### config.mk
export PLATFORM = sky130hd
export DESIGN_NAME = tc_value_encoder
export DESIGN_NICKNAME = d
export VERILOG_FILES = /design/src/common/tc_range_pkg.sv /design/src/rtl/tc_limit_table.sv /design/src/rtl/tc_value_encoder.sv
export VERILOG_INCLUDE_DIRS = /design/src /design/src/common
export SDC_FILE = /design/constraint.sdc
export NUM_CORES = 1
export LEC_CHECK = 0
export BUFFER_PORTS_ARGS = -buffer_cell sky130_fd_sc_hd__buf_2
export CAP_MARGIN = 10
export CORE_MARGIN = 3
export CORE_UTILIZATION = 60
export CTS_BUF_LIST = sky130_fd_sc_hd__clkbuf_8
export DETAILED_ROUTE_END_ITERATION = 16
export HOLD_SLACK_MARGIN = 0.12
export MAX_ROUTING_LAYER = met4
export PLACE_DENSITY_LB_ADDON = 0.08
export SLEW_MARGIN = 10
export SYNTH_ARGS = -nofsm -noshare
export SYNTH_HDL_FRONTEND = slang
export SYNTH_HIERARCHICAL = 1
export SYNTH_SLANG_ARGS = --single-unit
export TNS_END_PERCENT = 20
### constraint.sdc
create_clock -name clk -period 3.3 [get_ports clk]
set_input_delay 0.33 -clock clk [delete_from_list [all_inputs] [get_ports clk]]
set_output_delay 0.33 -clock clk [all_outputs]
set_load 0.01 [all_outputs]
### src/common/tc_range_map.svh
// band limits and saturation codes for the thermocouple value encoder
`ifndef TC_RANGE_MAP_SVH
`define TC_RANGE_MAP_SVH
`define TC_CODE_OVERFLOW  16'h7FFF
`define TC_CODE_UNDERFLOW 16'h8000
`define TC_WORD_RESET     16'h0000
`define TC_K_OVR_MAX   16'h3F5C
`define TC_K_RATED_MAX 16'h3598
`define TC_K_UNDR_MAX  16'hF573
`define TC_KN_UFL_MIN  16'hF0C4
`define TC_L_OVR_MAX   16'h2CEC
`define TC_L_RATED_MAX 16'h2328
`define TC_L_UNDR_MAX  16'hF82F
`define TC_L_UFL_MIN   16'hF380
`define TC_N_OVR_MAX   16'h3C8C
`define TC_N_RATED_MAX 16'h32C8
`define TC_N_UNDR_MAX  16'hF573
`define TC_R_OVR_MAX   16'h4EDE
`define TC_R_RATED_MAX 16'h451A
`define TC_R_UNDR_MAX  16'hFE0B
`define TC_R_UFL_MIN   16'hF95C
`define TC_S_OVR_MAX   16'h4844
`define TC_S_RATED_MAX 16'h451A
`define TC_S_UNDR_MAX  16'hFE0B
`define TC_S_UFL_MIN   16'hF95C
`endif

### src/common/tc_range_pkg.sv
// types for the thermocouple value encoder
package tc_range_pkg;
  typedef enum logic [2:0] {
    SENSOR_K = 3'b000,
    SENSOR_L = 3'b001,
    SENSOR_N = 3'b010,
    SENSOR_R = 3'b011,
    SENSOR_S = 3'b100
  } sensor_t;
  typedef enum logic [2:0] {
    BAND_RATED     = 3'b000,
    BAND_OVERRANGE = 3'b001,
    BAND_OVERFLOW  = 3'b010,
    BAND_UNDERRANGE = 3'b011,
    BAND_UNDERFLOW = 3'b100
  } band_t;
  typedef struct packed {
    logic signed [15:0] ovrMax;
    logic signed [15:0] ratedMax;
    logic signed [15:0] undrMax;
    logic signed [15:0] uflMin;
  } limits_t;
endpackage

### src/rtl/tc_limit_table.sv
// limit lookup for the selected thermocouple type
`timescale 1ns/1ps
`default_nettype none
`include "tc_range_map.svh"
module tc_limit_table
  import tc_range_pkg::*;
(
  // selection
  input  wire sensor_t sensorType,
  // limits of that type
  output limits_t      limits
);
  // pure table; the selected row alone reaches the classifier
  always_comb begin
    case (sensorType)
      SENSOR_K: begin
        limits = '{`TC_K_OVR_MAX, `TC_K_RATED_MAX, `TC_K_UNDR_MAX, `TC_KN_UFL_MIN};
      end
      SENSOR_L: begin
        limits = '{`TC_L_OVR_MAX, `TC_L_RATED_MAX, `TC_L_UNDR_MAX, `TC_L_UFL_MIN};
      end
      SENSOR_N: begin
        limits = '{`TC_N_OVR_MAX, `TC_N_RATED_MAX, `TC_N_UNDR_MAX, `TC_KN_UFL_MIN};
      end
      SENSOR_R: begin
        limits = '{`TC_R_OVR_MAX, `TC_R_RATED_MAX, `TC_R_UNDR_MAX, `TC_R_UFL_MIN};
      end
      SENSOR_S: begin
        limits = '{`TC_S_OVR_MAX, `TC_S_RATED_MAX, `TC_S_UNDR_MAX, `TC_S_UFL_MIN};
      end
      default: begin // unused codes fall back to type K
        limits = '{`TC_K_OVR_MAX, `TC_K_RATED_MAX, `TC_K_UNDR_MAX, `TC_KN_UFL_MIN};
      end
    endcase
  end
endmodule
`default_nettype wire

### src/rtl/tc_value_encoder.sv
// thermocouple value range encoder: band classification and saturation
`timescale 1ns/1ps
`default_nettype none
`include "tc_range_map.svh"
module tc_value_encoder
  import tc_range_pkg::*;
(
  // clock and reset
  input  wire logic        clk,
  input  wire logic        reset,
  // controller selection
  input  wire sensor_t     sensorType,
  // measurement from the converter front end
  input  wire logic        measValid,
  input  wire logic [15:0] measTenths,
  // encoded word to the controller
  output logic             wordValid,
  output logic [15:0]      wordValue,
  output band_t            wordBand
);
  limits_t limits;                    // limits of the selected type
  logic signed [15:0] meas;           // input as signed tenths
  band_t              band_nxt;       // band of current input
  logic [15:0]        value_nxt;      // word to report
  logic               wordValid_r;    // output strobe register
  logic [15:0]        wordValue_r;    // output word register
  band_t              wordBand_r;     // output band register

  assign meas = $signed(measTenths);

  // the table is pure logic, so a type change takes effect on the very next sample
  tc_limit_table tc_limit_table_i (
    .sensorType (sensorType),
    .limits     (limits)
  );

  // classify against the selected type only; selection sampled with each sample
  // overflow is tested first, so the saturation code wins over every band below it;
  // underflow is tested before underrange because its threshold lies inside that band
  always_comb begin
    band_nxt  = BAND_RATED;
    value_nxt = measTenths; // value passes unchanged, slope kept
    if (meas > limits.ovrMax) begin
      // above the top of the overrange band
      band_nxt  = BAND_OVERFLOW;
      value_nxt = `TC_CODE_OVERFLOW;
    end else if (meas > limits.ratedMax) begin
      // no accuracy promised here, the word is passed as measured
      band_nxt = BAND_OVERRANGE;
    end else if (meas < limits.uflMin) begin
      // far below any real reading: treated as a broken input, low code reported
      band_nxt  = BAND_UNDERFLOW;
      value_nxt = `TC_CODE_UNDERFLOW;
    end else if (meas <= limits.undrMax) begin
      // below the rated band, the slope of the curve carries on
      band_nxt = BAND_UNDERRANGE;
    end
  end

  // output strobe follows each accepted sample by one cycle
  always_ff @(posedge clk) begin
    if (reset) begin
      wordValid_r <= 1'b0;
    end else begin
      wordValid_r <= measValid;
    end
  end

  // word and band held until the next sample
  always_ff @(posedge clk) begin
    if (reset) begin
      wordValue_r <= `TC_WORD_RESET;
      wordBand_r  <= BAND_RATED;
    end else if (measValid) begin
      wordValue_r <= value_nxt;
      wordBand_r  <= band_nxt;
    end
  end

  assign wordValid = wordValid_r;
  assign wordValue = wordValue_r;
  assign wordBand  = wordBand_r;

  // checks: all but AST_HOLD, AST_RESET_IDLE and the two saturation-code checks look one edge after the sample, when the registered word stands;
  // all are cut off while reset is high, except the one that checks the reset values
  AST_OVERFLOW: assert property (@(posedge clk) disable iff (reset)
    measValid && sensorType == SENSOR_K && $signed(measTenths) > 16'sh3F5C
    |=> wordValue == 16'h7FFF && wordBand == BAND_OVERFLOW)
    else $error("overflow code missing");
  AST_UNDERFLOW_KN: assert property (@(posedge clk) disable iff (reset)
    measValid && (sensorType == SENSOR_K || sensorType == SENSOR_N)
    && $signed(measTenths) < $signed(16'hF0C4)
    |=> wordValue == 16'h8000 && wordBand == BAND_UNDERFLOW)
    else $error("underflow code missing");
  AST_UNDERFLOW_L: assert property (@(posedge clk) disable iff (reset)
    measValid && sensorType == SENSOR_L && $signed(measTenths) < $signed(16'hF380)
    |=> wordBand == BAND_UNDERFLOW)
    else $error("type L underflow missing");
  AST_R_UNDERRANGE: assert property (@(posedge clk) disable iff (reset)
    measValid && sensorType == SENSOR_R && $signed(measTenths) == -16'sd501
    |=> wordBand == BAND_UNDERRANGE && wordValue == 16'hFE0B)
    else $error("type R underrange wrong");
  AST_R_RATED_EDGE: assert property (@(posedge clk) disable iff (reset)
    measValid && sensorType == SENSOR_R && measTenths == 16'h451A
    |=> wordBand == BAND_RATED)
    else $error("type R rated edge wrong");
  AST_S_OVERRANGE: assert property (@(posedge clk) disable iff (reset)
    measValid && sensorType == SENSOR_S && measTenths == 16'h451B
    |=> wordBand == BAND_OVERRANGE && wordValue == 16'h451B)
    else $error("type S overrange wrong");
  AST_PASS_THROUGH: assert property (@(posedge clk) disable iff (reset)
    measValid ##1 (wordBand != BAND_OVERFLOW && wordBand != BAND_UNDERFLOW)
    |-> wordValue == $past(measTenths))
    else $error("in-band value altered");
  AST_HOLD: assert property (@(posedge clk) disable iff (reset)
    !measValid |=> $stable(wordValue) && $stable(wordBand) && !wordValid)
    else $error("word changed without sample");
  AST_L_OVERRANGE: assert property (@(posedge clk) disable iff (reset)
    measValid && sensorType == SENSOR_L && measTenths == 16'h2CEC
    |=> wordBand == BAND_OVERRANGE)
    else $error("type L top limit wrong");


  // strobe, reset values and saturation codes, whatever the type
  AST_VALID_FOLLOWS: assert property (@(posedge clk) disable iff (reset)
    measValid
    |=> wordValid)
    else $error("strobe missing after sample");
  AST_RESET_IDLE: assert property (@(posedge clk)
    reset
    |=> !wordValid && wordValue == 16'h0000 && wordBand == BAND_RATED)
    else $error("outputs not idle after reset");
  AST_SAT_HIGH_CODE: assert property (@(posedge clk) disable iff (reset)
    wordBand == BAND_OVERFLOW
    |-> wordValue == 16'h7FFF)
    else $error("overflow band without overflow code");
  AST_SAT_LOW_CODE: assert property (@(posedge clk) disable iff (reset)
    wordBand == BAND_UNDERFLOW
    |-> wordValue == 16'h8000)
    else $error("underflow band without underflow code");

  // type K: band edges and the kept slope below the linearised part
  AST_K_OVERRANGE_TOP: assert property (@(posedge clk) disable iff (reset)
    measValid && sensorType == SENSOR_K && measTenths == 16'h3F5C
    |=> wordBand == BAND_OVERRANGE && wordValue == 16'h3F5C)
    else $error("type K overrange top wrong");
  AST_K_OVERRANGE_LOW: assert property (@(posedge clk) disable iff (reset)
    measValid && sensorType == SENSOR_K && measTenths == 16'h3599
    |=> wordBand == BAND_OVERRANGE)
    else $error("type K overrange bottom wrong");
  AST_K_RATED_TOP: assert property (@(posedge clk) disable iff (reset)
    measValid && sensorType == SENSOR_K && measTenths == 16'h3598
    |=> wordBand == BAND_RATED && wordValue == 16'h3598)
    else $error("type K rated top wrong");
  AST_K_UNDERRANGE: assert property (@(posedge clk) disable iff (reset)
    measValid && sensorType == SENSOR_K && measTenths == 16'hF573
    |=> wordBand == BAND_UNDERRANGE && wordValue == 16'hF573)
    else $error("type K underrange top wrong");
  AST_K_SLOPE_KEPT: assert property (@(posedge clk) disable iff (reset)
    measValid && sensorType == SENSOR_K && $signed(measTenths) >= $signed(16'hF574)
    && $signed(measTenths) <= $signed(16'hF768)
    |=> wordBand == BAND_RATED && wordValue == $past(measTenths))
    else $error("type K low rated value altered");
  AST_KN_UFL_EDGE: assert property (@(posedge clk) disable iff (reset)
    measValid && (sensorType == SENSOR_K || sensorType == SENSOR_N)
    && measTenths == 16'hF0C4
    |=> wordBand == BAND_UNDERRANGE && wordValue == 16'hF0C4)
    else $error("type K/N underflow threshold not exclusive");

  // type L: the top limit is the coded one, not the printed decimal
  AST_L_OVERFLOW: assert property (@(posedge clk) disable iff (reset)
    measValid && sensorType == SENSOR_L && $signed(measTenths) > 16'sh2CEC
    |=> wordValue == 16'h7FFF && wordBand == BAND_OVERFLOW)
    else $error("type L overflow missing");
  AST_L_RATED_TOP: assert property (@(posedge clk) disable iff (reset)
    measValid && sensorType == SENSOR_L && measTenths == 16'h2328
    |=> wordBand == BAND_RATED)
    else $error("type L rated top wrong");
  AST_L_UNDERRANGE: assert property (@(posedge clk) disable iff (reset)
    measValid && sensorType == SENSOR_L && measTenths == 16'hF82F
    |=> wordBand == BAND_UNDERRANGE && wordValue == 16'hF82F)
    else $error("type L underrange top wrong");
  AST_L_RATED_LOW: assert property (@(posedge clk) disable iff (reset)
    measValid && sensorType == SENSOR_L && measTenths == 16'hF830
    |=> wordBand == BAND_RATED)
    else $error("type L rated bottom wrong");
  AST_L_UFL_EDGE: assert property (@(posedge clk) disable iff (reset)
    measValid && sensorType == SENSOR_L && measTenths == 16'hF380
    |=> wordBand == BAND_UNDERRANGE && wordValue == 16'hF380)
    else $error("type L underflow threshold not exclusive");
  AST_L_UFL_CODE: assert property (@(posedge clk) disable iff (reset)
    measValid && sensorType == SENSOR_L && $signed(measTenths) < $signed(16'hF380)
    |=> wordValue == 16'h8000)
    else $error("type L underflow code missing");

  // type N: band edges and the kept slope below the linearised part
  AST_N_OVERFLOW: assert property (@(posedge clk) disable iff (reset)
    measValid && sensorType == SENSOR_N && $signed(measTenths) > 16'sh3C8C
    |=> wordValue == 16'h7FFF && wordBand == BAND_OVERFLOW)
    else $error("type N overflow missing");
  AST_N_OVERRANGE: assert property (@(posedge clk) disable iff (reset)
    measValid && sensorType == SENSOR_N && measTenths == 16'h32C9
    |=> wordBand == BAND_OVERRANGE)
    else $error("type N overrange bottom wrong");
  AST_N_UNDERRANGE: assert property (@(posedge clk) disable iff (reset)
    measValid && sensorType == SENSOR_N && measTenths == 16'hF573
    |=> wordBand == BAND_UNDERRANGE)
    else $error("type N underrange top wrong");
  AST_N_SLOPE_KEPT: assert property (@(posedge clk) disable iff (reset)
    measValid && sensorType == SENSOR_N && $signed(measTenths) >= $signed(16'hF574)
    && $signed(measTenths) <= $signed(16'hF768)
    |=> wordBand == BAND_RATED && wordValue == $past(measTenths))
    else $error("type N low rated value altered");

  // type R and type S
  AST_R_OVERFLOW: assert property (@(posedge clk) disable iff (reset)
    measValid && sensorType == SENSOR_R && $signed(measTenths) > 16'sh4EDE
    |=> wordValue == 16'h7FFF && wordBand == BAND_OVERFLOW)
    else $error("type R overflow missing");
  AST_R_UNDERFLOW: assert property (@(posedge clk) disable iff (reset)
    measValid && sensorType == SENSOR_R && $signed(measTenths) < $signed(16'hF95C)
    |=> wordValue == 16'h8000 && wordBand == BAND_UNDERFLOW)
    else $error("type R underflow missing");
  AST_R_UFL_EDGE: assert property (@(posedge clk) disable iff (reset)
    measValid && sensorType == SENSOR_R && measTenths == 16'hF95C
    |=> wordBand == BAND_UNDERRANGE && wordValue == 16'hF95C)
    else $error("type R underflow threshold not exclusive");
  AST_S_OVERFLOW: assert property (@(posedge clk) disable iff (reset)
    measValid && sensorType == SENSOR_S && $signed(measTenths) > 16'sh4844
    |=> wordValue == 16'h7FFF && wordBand == BAND_OVERFLOW)
    else $error("type S overflow missing");
  AST_S_OVERRANGE_TOP: assert property (@(posedge clk) disable iff (reset)
    measValid && sensorType == SENSOR_S && measTenths == 16'h4844
    |=> wordBand == BAND_OVERRANGE && wordValue == 16'h4844)
    else $error("type S overrange top wrong");

  // spare type codes must fall back to the type K limits
  AST_SPARE_CODE_AS_K: assert property (@(posedge clk) disable iff (reset)
    measValid && sensorType > SENSOR_S && $signed(measTenths) > 16'sh3F5C
    |=> wordValue == 16'h7FFF && wordBand == BAND_OVERFLOW)
    else $error("spare type code not treated as type K");

  // main scenarios to be seen at least once
  COV_OVERFLOW: cover property (@(posedge clk) wordValid && wordBand == BAND_OVERFLOW);
  COV_UNDERFLOW: cover property (@(posedge clk) wordValid && wordBand == BAND_UNDERFLOW);
  COV_UNDERRANGE: cover property (@(posedge clk) wordValid && wordBand == BAND_UNDERRANGE);
  COV_BACK2BACK: cover property (@(posedge clk) wordValid ##1 wordValid);
  COV_OVERRANGE: cover property (@(posedge clk) wordValid && wordBand == BAND_OVERRANGE);
endmodule
`default_nettype wire

==> results of run 1 <==
-- power breakdown --
group | internal [uW] | switching, uW | leakage (uW)
clock network | 162 | 81.8 | 0.0000357
registers | 263 | 9.46 | 0.000167
logic | 156 | 222 | 0.00164
total | 581 | 314 | 0.00185
-- metrics by stage --
stage | instance area (um^2) | setup slack (ns) | instances | power, uW | utilization, %
global route | 3170 | 0.0976 | 482 | 964 | 65.1
global placement | 3100 | 0.227 | 478 | 648 | 63.6
CTS | 3170 | 0.460 | 482 | 897 | 65.1
detailed placement | 3100 | 0.185 | 478 | 655 | 63.6
floorplan | 3230 | 0.547 | 424 | 598 | -
finish | 3170 | 0.461 | 482 | 894 | 65.1
-- cell type report --
cell class | count | share of cell area, %
Timing Repair Buffer | 44 | 7.17
Tap cell | 67 | 2.64
Clock buffer | 3 | 1.30
Inverter | 71 | 8.40
Sequential cell | 20 | 12.6
Clock inverter | 1 | 0.946
Multi-Input combinational cell | 276 | 66.9
-- per-layer routing --
layer | up-vias | track usage [%]
met1 | 1144 | 27.8
met2 | 38 | 37.8
met3 | 6 | 1.61
met5 | - | -
met4 | 0 | 4.90
li1 | 1323 | -
-- flip-flops by register name, indices dropped and copies added (netlist names) --
| signal | flops |
|---|---|
| wordValid | 1 |
| wordBand | 3 |
| wordValue | 16 |
-- kinds of logic (layout without fill, tap and decap cells) --
group           Yosys count  count (layout)
other cells               2              24
simple gates             94              94
compound gates           89              89
buf+inv                 128             119
xor+xnor                  2               2
mux                       4               4
flops                    20              20
fa+ha+maj                63              63
-- critical path, delay by kind of cell --
family	cells	cell delay, ns
compound gates	6	1.14
buf+inv	3	0.44
simple gates	3	0.78
fa+ha+maj	1	0.31
-- cells in the final DEF (no fill, tap or decap), types with 3 or more instances in the layout --
cell	n
buf_4	3
inv_1	71
dfxtp_1	20
ha_1	63
clkbuf_8	3
nor2_1	37
nand4_1	10
nand2_1	11
nor2b_1	3
nor3_1	4
o21ai_0	9
conb_1	24
buf_2	41
o21ai_2	9
nand3_1	6
o211ai_1	3
a21oi_1	31
a21o_1	13
-- synth_stat cells (2+ instances only) --
cell type / count / area (um^2)
o21ai_0: 9 / 45.0
mux2i_2: 2 / 27.5
dfxtp_1: 20 / 400
nor4_1: 2 / 12.5
buf_6: 3 / 33.8
nor2b_1: 3 / 18.8
nor2_1: 37 / 139
a211oi_1: 2 / 15.0
o211ai_1: 3 / 22.5
ha_1: 63 / 788
clkbuf_1: 2 / 7.51
nand3_1: 6 / 30.0
mux2_4: 2 / 30.0
buf_4: 50 / 375
or2b_2: 2 / 17.5
and2_1: 2 / 12.5
nand2b_1: 2 / 12.5
nand4_1: 10 / 62.6
nand4_2: 2 / 25.0
o21ai_2: 9 / 78.8
nand2_1: 11 / 41.3
a21o_1: 13 / 97.6
a22o_1: 2 / 17.5
inv_1: 71 / 267
nor3_1: 4 / 20.0
a21oi_1: 31 / 155
conb_1: 2 / 7.51
o21ai_1: 2 / 10.0
-- worst paths after layout --
kind,start,to,cells after the start
worst min-delay path,measTenths[0],wordValue[0],3
worst max-delay path,sensorType[2],wordBand[0],13
worst max register to register,wordValue[11],wordValue[11],4
worst min register to register,wordBand[1],wordBand[1],2
==> results.ini, run 1 <==
[placed_design]
port_buffers=41
dp_hpwl_um=5350
gp_congestion=0.878

[floorplanning]
die_w_um=78.4
fp.dieArea_um2=6140
io_pins=42
num_rows=25
core_region_area_um2=4880
start_util_pct=64.4
fp.dieH_um=78.4

[pwr]
power-per-cell-area_nw_per_um2=282
p_leak_uw=0.00185
vdd_ir_drop_max_mv=0.212

[final_layout]
num_antenna_cells=0
num-fill-cells=469
multi_input_area_um2=2120
nets=501
seqCellArea_um2=400
syn_to_final_growth_pct=0.955
layout-drive-gt1-share_pct=19.0

[timing]
timing_hold_violations_final=0
setup_tns_ns=0
holdWs_ns=0.365
setup_viol=0
slew_violations=0
worstMarginPinSlew_ns=0.585
fin_crit_ns=2.84
rsz0062_at_grt=false
period_share_pct=86.0
skew_ns=0
clock.fmax_ghz=0.352
slew_headroom_pct=60.9

[logic_synthesis]
synthFlopType=dfxtp_1
ys_ff_latch=20
synth_cell_types=63
ys_seq_area_share_pct=12.7
synth_top_family_by_area=adder cells
synth-simple-area-share_pct=17.0
synth-xor-area-share_pct=0.557
synth_edf_count=0
synth_area_um2=3140
synthMuxAreaShare_pct=1.83
yosys.area_share.adder_pct=25.1
syn_avg_cell_area_um2=7.82
synth_warnings=6
synth_compound_area_share_pct=20.3
ys_async_sr_fraction_pct=0
syn_inst=402

[critical_path]
end_kind=flip-flop
cpPeakStageDelay_ns=0.48
startpoint_type=input port
crit_fanout=6
cp_slowest_cell=nor2_1
rrSetupSlack_ns=2.54
cp.arrival_ns=3.00
critPathKind=input port to flip-flop
path_cells=buf_2 -> nor3b_4 -> nor2_1 -> inv_1 -> ha_1 -> nand4_1 -> o21ai_1 -> a21oi_1 -> a2111oi_0 -> buf_4 -> a2111oi_2 -> o211a_1 -> a221o_1
cp.required_ns=3.46

[clock_network]
cts_buffers=3
cts_htree_levels=1
root_buffer=clkbuf_8
clk_path_buf_depth=2
ctsResizeCount=0
cts_tree=yes
clk_pin_slew_ns=0.08
cts_setup_buffers=0
cts_hold_buf=0
cts.sinks=20
clkLatencyLatePin_ns=0.26

[route]
wl_met3_um=204
wl_per_cell_um=13.1
wl_met1_um=3110
met2_length_um=2920
drt_pre_antenna_iters=4
drc=0
drtAntennaViolNets=0
top_layer=met4
vias=2511
drt_iter0_drc=78
finalWirelength_um=6310
viasPerCell=5.21

[grt]
antenna_found_initial=0
groute.usage.overall_pct=21.8
grt_pass1_vias=2338
grt_pass1_wl_um=10700
grt_overflow=0
grt_max_degree=21

[status]
status=completed

[min_path]
worstHoldPathType=input port to flip-flop

[job]
max-cap-violations=0

Note: power is estimated with default switching activity, not from simulation.
==> run 2, diff against run 1 <==
- CORE_UTILIZATION: 60 -> 30
- PLACE_DENSITY_LB_ADDON: 0.08 -> 0.25
==> run 2 against run 1 <==
Setup slack worse by 0.14 ns. Clock power down 25%. Sequential share of layout area down 0.23 points. Worst hold slack better by 0.047 ns. Utilization down 33 points. Die area up 91%. Combinational power up 2%. Final area up 1.9%. Flip-flop and latch count unchanged. Largest cell class unchanged. Total power down 5.6%. Critical path type unchanged.
==> results.ini, run 2 (same netlist as run 1, synthesis figures left out) <==
[status]
status=completed

[final_layout]
layoutNonFillerInstCount=547
num_antenna_cells=0
final_common_cell=inv_1
syn_to_final_growth_pct=2.83
final_cell_mix=inv_1 (71), ha_1 (63), buf_2 (41)
layout-drive-gt1-share_pct=18.8
largest_reg_flops=16
nets=500

[timing]
holdWs_ns=0.412
skew_ns=0
rsz0062_at_grt=false
worstMarginPinSlew_ns=0.783
layout_setup_ws_ns=0.320
period_share_pct=90.3
setup_tns_ns=0
clock.fmax_ghz=0.336
slew_headroom_pct=46.4
setup_viol=0
slew_violations=0
fin_crit_ns=2.98
timing_hold_violations_final=0

[placed_design]
place_ws_ns=0.0722
dp_hpwl_um=6250
gp_congestion=0.808
placedCellCount=543
port_buffers=41

[critical_path]
critPathKind=input port to flip-flop
r2r-start=wordValue[15]
cp_slowest_cell=a2111oi_0
path_cells=buf_2 -> nor3b_4 -> nor2_1 -> inv_1 -> ha_1 -> nand4_1 -> o21ai_1 -> a21oi_1 -> a2111oi_0 -> a2111oi_2 -> o211a_1 -> a221o_1
r2r_end=wordValue[15]
cpPeakStageDelay_ns=0.71
crit_fanout=6
cp.arrival_ns=3.13
cp.required_ns=3.45
end_kind=flip-flop
reg2regPathDepth=2
startpoint_type=input port
rrSetupSlack_ns=2.53

[floorplanning]
fp.dieArea_um2=11700
start_util_pct=31.4
core_region_area_um2=10000
num_rows=36
fp.dieH_um=108
io_pins=42
die_w_um=108

[min_path]
worstHoldPathType=input port to flip-flop
hold_start=measTenths[0]
hold_end=wordValue[0]
min_path_cells=3

[clock_network]
clk_pin_slew_ns=0.07
cts_setup_buffers=0
cts_htree_levels=1
clkLatencyLatePin_ns=0.25
cts_buffers=3
cts_hold_buf=0
cts_tree=yes
cts.sinks=20
clk_path_buf_depth=2
root_buffer=clkbuf_8
ctsResizeCount=0

[grt]
grt_overflow=0
groute.usage.overall_pct=13.7
grt_max_degree=21
grt_pass1_wl_um=12600
antenna_found_initial=0
grt_pass1_vias=2453

[route]
finalWirelength_um=7360
drtAntennaViolNets=0
wl_per_cell_um=13.5
drc=0
viasPerCell=4.63
drt_pre_antenna_iters=4
vias=2533
drt_iter0_drc=159

[pwr]
swShare_pct=37.8
seqPwrFrac_pct=32.5
vdd_ir_drop_max_mv=0.115
power.switching_uw=319
p_leak_uw=0.00183
power_uw=844
power-per-cell-area_nw_per_um2=261
internal_power_uw=525
p_comb_share_pct=45.6
pwr-share-clk_pct=21.8

[job]
max-cap-violations=0

-- run 2: changes by cell type in the layout (fill, tap and decap cells not counted) --
| cell | previous run | this run |
|---|---|---|
| buf_4 | 3 | 2 |
| bufinv_16 | 1 | 0 |
| clkbuf_8 | 3 | 4 |
-- run 2: power groups by stage --
stage / clock, uW / sequential (uW) / combinational [uW]
floorplan: 0 / 290 / 309
finish: 184 / 275 / 385
detailed placement: 0 / 280 / 386
CTS: 189 / 275 / 387
global route: 201 / 277 / 445
global placement: 0 / 280 / 376
-- run 2: stage by stage --
stage,util (%),instance area (um^2)
after global routing,32.3,3230
after global placement,31.8,3180
after CTS,32.3,3230
final,32.3,3230
after floorplan,-,3230
after detailed placement,31.8,3180
-- run 2: routing by layer --
layer	track usage (%)	wire, um	up-vias
li1	-	-	1322
met1	19.8	3770	1153
met2	21.6	3190	56
met3	0.836	379	2
met4	1.89	25	0
met5	-	0	-
-- run 2: how the worst max path moves through the flow --
stage,startpoint,endpoint,cells after the start
floorplan,sensorType[1],wordValue[5],13
global placement,sensorType[2],wordBand[0],12
detailed placement,sensorType[2],wordBand[0],12
CTS,sensorType[2],wordBand[0],12
global route,sensorType[2],wordBand[0],12
finish,sensorType[2],wordBand[0],12
-- run 2: worst max-delay path, delay by kind of cell --
| family | cells | cell delay (ns) |
|---|---|---|
| simple gates | 3 | 0.73 |
| buf+inv | 2 | 0.23 |
| compound gates | 6 | 1.52 |
| fa+ha+maj | 1 | 0.31 |
-- run 2: cell type report --
| type | instances | area [um^2] |
|---|---|---|
| Timing Repair Buffer | 43 | 220 |
| Inverter | 71 | 267 |
| Sequential cell | 20 | 400 |
| Clock buffer | 4 | 55.1 |
| Tap cell | 133 | 166 |
| Fill cell | 1108 | 6770 |
| Multi-Input combinational cell | 276 | 2120 |
